## src/inc/reload_timer_pkg.sv

```systemverilog
// Constants, register map and mode codes for the reload timer block.
// Assumes a single 20 MHz system clock and a plain strobe register port.
package reload_timer_pkg;
    // =========================================================
    // Sizes
    localparam int NUM_TIMERS = 2;
    localparam int CNT_W = 16;
    localparam int ADDR_W = 4;
    localparam int DATA_W = 16;
    // =========================================================
    // Register map (word indices, per timer block of four)
    localparam logic [1:0] REG_CTRL = 2'h0;
    localparam logic [1:0] REG_COUNT = 2'h1;
    localparam logic [1:0] REG_RELOAD = 2'h2;
    localparam logic [1:0] REG_STATUS = 2'h3;
    // Timer select is address bit 2
    localparam int TSEL_BIT = 2;
    // =========================================================
    // Control field positions
    localparam int CTRL_EN_BIT = 0;
    localparam int CTRL_MODE_LSB = 1;
    localparam int CTRL_POL_BIT = 3;
    localparam int CTRL_OUTEN_BIT = 4;
    localparam int CTRL_PRE_LSB = 5;
    localparam int PRE_W = 3;
    // =========================================================
    // Reset and restart values
    localparam logic [15:0] CTRL_RESET = 16'h0000;
    localparam logic [15:0] COUNT_RESET = 16'h0000;
    localparam logic [15:0] RELOAD_RESET = 16'h0000;
    localparam logic [15:0] COUNT_RESTART = 16'h0001;
    localparam logic [15:0] COUNT_ONE = 16'h0001;
    // =========================================================
    // Modes
    typedef enum logic [1:0] {
        MODE_ONE_SHOT = 2'h0,
        MODE_CONTINUOUS = 2'h1,
        MODE_COUNTER = 2'h2
    } timer_mode_e;
endpackage

```

## src/inc/timer_ctrl_if.sv

```systemverilog
// Configuration and status bundle between the register front and one counter.
// Assumes both ends share sys_clk.
`timescale 1ns/1ns
interface timer_ctrl_if;
    import reload_timer_pkg::*;
    logic enable;
    logic [1:0] mode;
    logic pol;
    logic out_en;
    logic [2:0] pre_sel;
    logic [15:0] reload;
    logic count_wr;
    logic [15:0] count_wdata;
    logic [15:0] count;
    logic expire;
    logic tout;
    modport regs (output enable, mode, pol, out_en, pre_sel, reload, count_wr,
        count_wdata, input count, expire, tout);
    modport core (input enable, mode, pol, out_en, pre_sel, reload, count_wr,
        count_wdata, output count, expire, tout);
endinterface

```

## src/core/reload_timer_core.sv

```systemverilog
// Function
// - Two independent 16-bit up-counting timers
// - Prescaler divides system clock 1 to 128
// - Count wraps FFFF to 0000 and continues
// - Reload 0001, prescale 1 gives shortest time-out
// - Reload 0000, prescale 128 gives longest
// - One-shot: interrupt, count 0001, disable, halt
// - One-shot output inverts one clock at reload
// - Clocked modes ignore the input pin
// - Continuous: interrupt, count 0001, keep counting
// - Continuous/counter output toggles at each reload
// - Start count affects first pass only
// - Counter mode counts selected input edges
// - Counter mode bypasses prescaler
// - Counter polarity sets initial output level
//
// Register front and two timer channels.
// Assumes a synchronous strobe master; read data valid one cycle after strobe.
//
// The strobed register port and the address map were decided locally.
`timescale 1ns/1ns
module reload_timer_core
    import reload_timer_pkg::*;
(
    // Clock and reset
    input wire logic sys_clk,
    input wire logic reset_n,
    // Register port
    input wire logic [ADDR_W-1:0] reg_addr,
    input wire logic [DATA_W-1:0] reg_wdata,
    input wire logic reg_wr,
    input wire logic reg_rd,
    output logic [DATA_W-1:0] reg_rdata,
    // Timer pins
    input wire logic [NUM_TIMERS-1:0] timer_in,
    output logic [NUM_TIMERS-1:0] timer_out,
    output logic [NUM_TIMERS-1:0] timer_irq
);
    // =========================================================
    // Shared state
    logic [DATA_W-1:0] rdata_r, rdata_nxt;    // Read data register
    logic [NUM_TIMERS-1:0] tout_r, tout_nxt;  // Registered pin outputs
    logic [NUM_TIMERS-1:0] irq_r, irq_nxt;    // Registered event pulses
    logic [15:0] ctrl_view [NUM_TIMERS];
    logic [15:0] cnt_view [NUM_TIMERS];
    logic [15:0] rel_view [NUM_TIMERS];
    logic [NUM_TIMERS-1:0] flag_view;
    logic [NUM_TIMERS-1:0] tout_view, exp_view;
    logic sel;

    assign sel = reg_addr[TSEL_BIT];

    // =========================================================
    // Per-timer registers and channel
    genvar g;
    generate
        for (g = 0; g < NUM_TIMERS; g++) begin : gen_tmr
            timer_ctrl_if ctl ();
            logic [15:0] ctrl_r, ctrl_nxt;    // Control register
            logic [15:0] rel_r, rel_nxt;      // Reload register
            logic flag_r, flag_nxt;           // Sticky reload-seen flag
            logic hit_me, wr_ctrl, rd_stat;

            // Decode for this timer
            always_comb begin
                hit_me = (sel == 1'(g));
                wr_ctrl = reg_wr && hit_me && reg_addr[1:0] == REG_CTRL;
                rd_stat = reg_rd && hit_me && reg_addr[1:0] == REG_STATUS;
                ctrl_nxt = ctrl_r;
                rel_nxt = rel_r;
                flag_nxt = flag_r;
                if (wr_ctrl) begin
                    ctrl_nxt = reg_wdata;
                end
                if (reg_wr && hit_me && reg_addr[1:0] == REG_RELOAD) begin
                    rel_nxt = reg_wdata;
                end
                // Reading status clears; a new event wins over the clear
                if (rd_stat) begin
                    flag_nxt = 1'b0;
                end
                if (ctl.expire) begin
                    flag_nxt = 1'b1;
                    if (ctrl_r[CTRL_MODE_LSB +: 2] == MODE_ONE_SHOT && !wr_ctrl) begin
                        ctrl_nxt[CTRL_EN_BIT] = 1'b0;  // Self-disable
                    end
                end
            end

            // Register the per-timer state
            always_ff @(posedge sys_clk) begin
                if (!reset_n) begin
                    ctrl_r <= CTRL_RESET;
                    rel_r <= RELOAD_RESET;
                    flag_r <= 1'b0;
                end else begin
                    ctrl_r <= ctrl_nxt;
                    rel_r <= rel_nxt;
                    flag_r <= flag_nxt;
                end
            end

            // Fields into the channel; a one-shot expire pulse stops it in the same cycle
            assign ctl.enable = ctrl_r[CTRL_EN_BIT] && !(ctl.expire &&
                ctrl_r[CTRL_MODE_LSB +: 2] == MODE_ONE_SHOT);
            assign ctl.mode = ctrl_r[CTRL_MODE_LSB +: 2];
            assign ctl.pol = ctrl_r[CTRL_POL_BIT];
            assign ctl.out_en = ctrl_r[CTRL_OUTEN_BIT];
            assign ctl.pre_sel = ctrl_r[CTRL_PRE_LSB +: PRE_W];
            assign ctl.reload = rel_r;
            assign ctl.count_wr = reg_wr && hit_me && reg_addr[1:0] == REG_COUNT;
            assign ctl.count_wdata = reg_wdata;

            timer_channel u_chan (
                .sys_clk(sys_clk),
                .reset_n(reset_n),
                .timer_in(timer_in[g]),
                .ctl(ctl.core)
            );

            assign ctrl_view[g] = ctrl_r;
            assign rel_view[g] = rel_r;
            assign cnt_view[g] = ctl.count;
            assign flag_view[g] = flag_r;
            assign tout_view[g] = ctl.tout;
            assign exp_view[g] = ctl.expire;
        end
    endgenerate

    // =========================================================
    // Read mux, output registers
    always_comb begin
        rdata_nxt = 16'h0000;
        if (reg_rd) begin
            unique case (reg_addr[1:0])
                REG_CTRL: rdata_nxt = ctrl_view[sel];
                REG_COUNT: rdata_nxt = cnt_view[sel];
                REG_RELOAD: rdata_nxt = rel_view[sel];
                REG_STATUS: rdata_nxt = {14'h0000, tout_view[sel], flag_view[sel]};
            endcase
        end
        tout_nxt = tout_view;
        irq_nxt = exp_view;   // Interrupt pulse on each reload
    end

    // Register the outputs
    always_ff @(posedge sys_clk) begin
        if (!reset_n) begin
            rdata_r <= 16'h0000;
            tout_r <= '0;
            irq_r <= '0;
        end else begin
            rdata_r <= rdata_nxt;
            tout_r <= tout_nxt;
            irq_r <= irq_nxt;
        end
    end

    assign reg_rdata = rdata_r;
    assign timer_out = tout_r;
    assign timer_irq = irq_r;
endmodule

```

## src/core/timer_channel.sv

```systemverilog
// One 16-bit reload up-counter with prescaler, input edge detect and output.
// Assumes its configuration comes from the register front over timer_ctrl_if.
`timescale 1ns/1ns
module timer_channel
    import reload_timer_pkg::*;
(
    // Clock and reset
    input wire logic sys_clk,
    input wire logic reset_n,
    // External input pin
    input wire logic timer_in,
    // Configuration and status
    timer_ctrl_if.core ctl
);
    // =========================================================
    // State
    logic [6:0] pre_r, pre_nxt;        // Prescale divider
    logic [15:0] cnt_r, cnt_nxt;       // Count
    logic sync1_r, sync2_r, prev_r;    // Input synchroniser and history
    logic sync1_nxt, sync2_nxt, prev_nxt;
    logic lvl_r, lvl_nxt;              // Persistent output level
    logic pulse_r, pulse_nxt;          // One-cycle inversion for one-shot
    logic exp_r, exp_nxt;              // Reload event pulse
    logic en_q_r, en_q_nxt;            // Enable seen last cycle
    logic tick, edge_hit, hit;
    logic [6:0] pre_lim;

    // =========================================================
    // Next-state logic
    always_comb begin
        pre_lim = 7'((8'h01 << ctl.pre_sel) - 8'h01);  // Divide by 2^sel: 1..128
        sync1_nxt = timer_in;
        sync2_nxt = sync1_r;
        prev_nxt = sync2_r;
        // Rising edge when pol=1, falling when pol=0
        edge_hit = ctl.pol ? (sync2_r & ~prev_r) : (~sync2_r & prev_r);
        pre_nxt = pre_r;
        cnt_nxt = cnt_r;
        lvl_nxt = lvl_r;
        pulse_nxt = 1'b0;
        exp_nxt = 1'b0;
        en_q_nxt = ctl.enable;
        tick = 1'b0;
        hit = 1'b0;
        if (!ctl.enable) begin
            pre_nxt = 7'h00;
            lvl_nxt = ctl.pol;                          // Polarity sets start level
        end else if (ctl.mode == MODE_COUNTER) begin
            tick = edge_hit;                            // Prescaler bypassed
        end else begin
            // Clocked modes ignore the pin
            if (pre_r == pre_lim) begin
                pre_nxt = 7'h00;
                tick = 1'b1;
            end else begin
                pre_nxt = pre_r + 7'h01;
            end
        end
        if (tick) begin
            if (cnt_r == ctl.reload) begin
                hit = 1'b1;
            end else begin
                cnt_nxt = cnt_r + COUNT_ONE;            // Wraps FFFF to 0000
            end
        end
        if (hit) begin
            // Reload event: restart at one, later passes ignore start
            cnt_nxt = COUNT_RESTART;
            exp_nxt = 1'b1;                              // Shortest time-out with 0001
            if (ctl.out_en) begin
                if (ctl.mode == MODE_ONE_SHOT) begin
                    pulse_nxt = 1'b1;
                end else begin
                    lvl_nxt = ~lvl_r;
                end
            end
        end
        if (ctl.mode == MODE_ONE_SHOT && ctl.enable && !en_q_r) begin
            lvl_nxt = ctl.pol;                          // Re-take start level at start
        end
        if (ctl.mode == MODE_ONE_SHOT) begin
            lvl_nxt = ctl.pol;                          // One-shot follows polarity bit
        end
        if (ctl.count_wr) begin
            cnt_nxt = ctl.count_wdata;                  // Software start count
        end
    end

    // =========================================================
    // Registers
    always_ff @(posedge sys_clk) begin
        if (!reset_n) begin
            pre_r <= 7'h00;
            cnt_r <= COUNT_RESET;
            sync1_r <= 1'b0;
            sync2_r <= 1'b0;
            prev_r <= 1'b0;
            lvl_r <= 1'b0;
            pulse_r <= 1'b0;
            exp_r <= 1'b0;
            en_q_r <= 1'b0;
        end else begin
            pre_r <= pre_nxt;
            cnt_r <= cnt_nxt;
            sync1_r <= sync1_nxt;
            sync2_r <= sync2_nxt;
            prev_r <= prev_nxt;
            lvl_r <= lvl_nxt;
            pulse_r <= pulse_nxt;
            exp_r <= exp_nxt;
            en_q_r <= en_q_nxt;
        end
    end

    assign ctl.count = cnt_r;
    assign ctl.expire = exp_r;
    assign ctl.tout = lvl_r ^ pulse_r;
endmodule

```

## config.mk

```make
export PLATFORM = sky130hd
export DESIGN_NAME = reload_timer_core
export DESIGN_NICKNAME = d
export VERILOG_FILES = /design/src/inc/reload_timer_pkg.sv /design/src/inc/timer_ctrl_if.sv /design/src/core/reload_timer_core.sv /design/src/core/timer_channel.sv
export SDC_FILE = /design/constraint.sdc
export NUM_CORES = 1
export LEC_CHECK = 0
export ABC_CLOCK_PERIOD_IN_PS = 2300
export BUFFER_PORTS_ARGS = -buffer_cell sky130_fd_sc_hd__buf_2
export CORE_ASPECT_RATIO = 1.4
export CORE_MARGIN = 2
export CORE_UTILIZATION = 55
export DETAILED_ROUTE_END_ITERATION = 8
export PLACE_DENSITY = 0.79
export RECOVER_POWER = 100
export SYNTH_ARGS = -nofsm -noshare
export SYNTH_HDL_FRONTEND = slang
export SYNTH_SLANG_ARGS = --single-unit
```

## constraint.sdc

```tcl
create_clock -name sys_clk -period 2.3 [get_ports sys_clk]
set_clock_uncertainty 0.05 [all_clocks]
set_input_delay 0.46 -clock sys_clk [delete_from_list [all_inputs] [get_ports sys_clk]]
set_output_delay 0.46 -clock sys_clk [all_outputs]
set_load 0.02 [all_outputs]
```

==> Implementation_results.wiki <==
{| class="wikitable"
! Metric !! Value
|-
| Final total negative setup slack || -0.01028 ns
|-
| Min cycle time layout || 2.309 ns
|-
| Number of primary I/O pins || 46
|-
| Largest stage delay on the critical path || 0.83 ns
|-
| Place WS || -0.1368 ns
|-
| Area used by multi-input combinational logic || approximately 0.0044 sq mm
|-
| Post-layout nets || 1049
|-
| Max-slew headroom || 26.90%
|-
| Timing-limited maximum frequency || 0.4331 GHz
|-
| H-Tree Level Count || 4
|-
| Register bit total from synthesis || 144
|-
| Maximum number of pins on one net before global-route repair || 42
|-
| Largest driver fanout on the critical path || 18
|-
| Global placement routability congestion || 0.9024
|-
| Unrepaired setup endpoints after global routing || true
|-
| Slowest CP cell || clkbuf_1
|-
| Layout cells sized above 1 || 19.03%
|-
| Overall overflow remaining after global route || 0
|-
| Tot Pwr || 6.024 mW
|-
| Clock tree from TritonCTS || yes
|-
| Count of input and output buffers || 44
|-
| Number of hold violations in the final report || 0
|-
| Status || finished with violations
|-
| Number of placement rows || 50
|-
| Final worst-path cycle share || 100.4%
|-
| Die Ht || about 140 um
|-
| FILL cells || 1131
|-
| Total CTS buffers || 17
|-
| Post-Route WL || roughly 23 mm
|-
| Number of buffers between clock root and the deepest sink || 2
|-
| FFs w/ async S/R, synth || 0%
|-
| Worst endpoint required time || approximately 2.6 ns
|-
| Cell leakage power || 3.263 nW
|-
| Critical path start-end classification || primary input to flip-flop
|-
| Final setup violation count || 2
|-
| Routed via count || approximately 7600
|-
| Antenna violations before repair || 0
|-
| Final count of pins violating max slew || 0
|-
| Top FF cell, synth || dfxtp_1
|-
| Starting density of the core || 56.11%
|-
| Wirelength per Cell || 19.02 um
|-
| Overall die area || 0.01462 sq mm
|-
| Estimated wirelength of the detail-placed design || 16.26 mm
|-
| Via count of the first global-routing pass || 7108
|-
| Die width || between 100 and 150 um
|-
| Ys Warns || 0
|-
| Area growth from synthesis to layout || 19.44%
|-
| Critical Path End Type || flip-flop
|-
| ANT cells || 0
|-
| Mean instance size in the synthesized netlist || 8.157 sq um
|-
| Post-synth design cell area || 0.007512 sq mm
|-
| Area occupied by registers || 0.002895 sq mm
|-
| Crit path from || reg_addr[1]
|-
| Clock-pin slew on the worst setup and hold paths || 0.06 ns
|-
| Syn nets || 951
|-
| Kind of start point of the critical path || primary input
|-
| Post-route antenna net violation count || 0
|-
| Gate Count Post-Synth || ~900
|-
| Total routing resource utilization after global routing || 31.65%
|-
| Transition at the pin with the smallest max-transition slack || 1.097 ns
|-
| Class of the worst hold path || primary input to flip-flop
|-
| Layout Cell Area excl Fill || 0.008972 sq mm
|-
| Number of max-cap violations || 0
|-
| Detailed-route DRC error count || 0
|-
| Hold_sp || timer_in[1]
|-
| Cell-by-cell trace of the critical path || buf_2 > clkbuf_1 > nor2b_1 > buf_4 > and2_0 > clkbuf_4 > nand2_1 > a21oi_1
|-
| Violation count after the first detailed-route iteration || 620
|-
| Global-route wire length before repair || 36.06 mm
|-
| Detail-routed via count per cell || 6.243
|-
| Violations in the final reports || negative setup slack
|-
| Endpoint arrival time on the critical path || 2.60 ns
|-
| # clock sinks || 144
|-
| Clk root buf || clkbuf_16
|-
| Count of flip-flops with a built-in enable after synthesis || 0
|-
| Clock insertion delay at the later pin of the skew report || between 0.4 and 0.5 ns
|-
| Sequential element share of the synthesized area || a little under two fifths
|-
| 1st-pass router iterations || 5
|-
| Power density cells || 671.4 mW/mm^2
|-
| Share of the core filled with cells in the final layout || 67.02%
|-
| Final worst-path setup slack || -0.009039 ns
|-
| Max VDD drop || 0.0004957 V
|-
| Area post-placement || 0.008387 sq mm
|-
| Post-synth cell types || 66
|-
| Startpoint of the most critical register-to-register path || gen_tmr[1].ctrl_r[7]
|-
| Area of the core region || 0.01339 sq mm
|}
flip-flops by register name (all words and copies together), names as in the netlist, 14 cells and up:
register / cells
gen_tmr.ctl.reload: 32
gen_tmr.ctrl_r: 32
gen_tmr.u_chan.ctl.count: 32
gen_tmr.u_chan.pre_r: 14
reg_rdata: 16
Yosys cell counts, types with 16 or more instances:
| master | n | area, sq um |
|---|---|---|
| nor3_1 | 20 | 100.1 |
| o21ai_0 | 33 | 165.2 |
| xor2_1 | 25 | 219.0 |
| nand2_1 | 190 | 713.2 |
| xnor2_1 | 21 | 183.9 |
| nand4_1 | 16 | 100.1 |
| o211ai_1 | 17 | 127.6 |
| a21oi_1 | 87 | 435.4 |
| nor2_1 | 67 | 251.5 |
| clkbuf_1 | 46 | 172.7 |
| dfxtp_1 | 144 | 2883 |
| nand3_1 | 31 | 155.2 |
cells in the final DEF, fill, tap and decap left out, types with 4 or more instances in the layout:
| cell | n |
|---|---|
| nand2_1 | 190 |
| ha_1 | 4 |
| inv_1 | 9 |
| o211ai_1 | 17 |
| clkbuf_16 | 17 |
| nor2b_1 | 9 |
| xnor2_1 | 21 |
| clkbuf_2 | 5 |
| or3_1 | 4 |
| dfxtp_1 | 138 |
| dfxtp_2 | 4 |
| mux2_2 | 11 |
| a21oi_1 | 87 |
| o311ai_2 | 8 |
| nor4_1 | 8 |
| a31oi_1 | 6 |
| xor2_1 | 25 |
| and2_1 | 6 |
| a211oi_1 | 11 |
| nor3_1 | 19 |
| mux4_2 | 14 |
| and4_1 | 4 |
| o21a_1 | 5 |
| and3_1 | 14 |
| nor2_1 | 67 |
| buf_4 | 74 |
| buf_2 | 24 |
| o21ai_0 | 32 |
| nand2b_1 | 8 |
| nand4_1 | 16 |
| mux2i_1 | 10 |
| o311ai_1 | 6 |
| and2_0 | 6 |
| a22oi_1 | 13 |
| clkbuf_1 | 32 |
| nand3_1 | 31 |
| clkinv_2 | 6 |
worst paths after layout:
| kind | end | slack (ns) | depth (start not counted) |
|---|---|---|---|
| min reg2reg | gen_tmr[1].u_chan.prev_nxt | 0.39 | 1 |
| min | gen_tmr[1].u_chan.sync1_r | 0.19 | 2 |
| max reg2reg | gen_tmr[1].u_chan.ctl.count[12] | 0.04 | 7 |
| max | gen_tmr[0].ctl.reload[10] | -0.009 | 8 |
stage by stage:
| stage | hold slack [ns] | std cells |
|---|---|---|
| 6_report | 0.1880 | 1212 |
| 4_1_cts | 0.1830 | 1208 |
| 5_1_grt | 0.1968 | 1212 |
| 2_1_floorplan | 0.3619 | 921 |
| 3_3_place_gp | 0.3677 | 1177 |
| 3_5_place_dp | 0.3753 | 1177 |
critical path: cells and delay by family:
family	cells	cell delay, ns
AOI/OAI and AO/OA	1	0.18
and+or+nand+nor	3	0.50
buffers and inverters	4	1.45
repair_timing:
action,CTS,global route
pin swaps,1,3
hold buffers,0,0
endpoints found under the setup margin,12,18
resized for setup,4,29
hold endpoints to repair,0,0
cloned,1,1
setup buffers,0,3
layout make-up:
type                       count  area share (%)
tap                          182           2.538
sequential                   144           32.27
clock inverter                11           1.018
inverter                      10          0.4184
clock buffer                  19           5.048
timing repair buffer         139           9.803
multi-input combinational    707           48.91
power breakdown:
group,leakage (nW),internal (mW),switching [mW]
clock network,0.266,1.52,1.08
registers,1.17,2.56,0.0828
logic,1.83,0.310,0.471
total,3.26,4.39,1.63
layer usage:
metal | global-route usage [%] | wire [um] | up-vias | share of wire (%)
met2 | 54.32 | 11740 | 379 | 51
met5 | 0 | 0 | - | 0
met1 | 37.68 | 8656 | 3609 | 38
met3 | 6.287 | 1679 | 84 | 7.3
li1 | - | - | 3495 | -
met4 | 14.40 | 975 | 0 | 4.2
cell families (layout without fill, tap and decap cells):
| family | after synthesis | in the layout | share of synthesized area (%) |
|---|---|---|---|
| DFF | 144 | 144 | 38.37 |
| adders and majority gates | 4 | 4 | 0.6662 |
| buffers and inverters | 71 | 179 | 4.597 |
| muxes | 35 | 35 | 7.179 |
| xor gates and xnor gates | 46 | 46 | 5.363 |
| and+or+nand+nor | 405 | 406 | 25.13 |
| AOI/OAI and AO/OA | 216 | 216 | 18.69 |
Power figures use the tool's default switching activity.
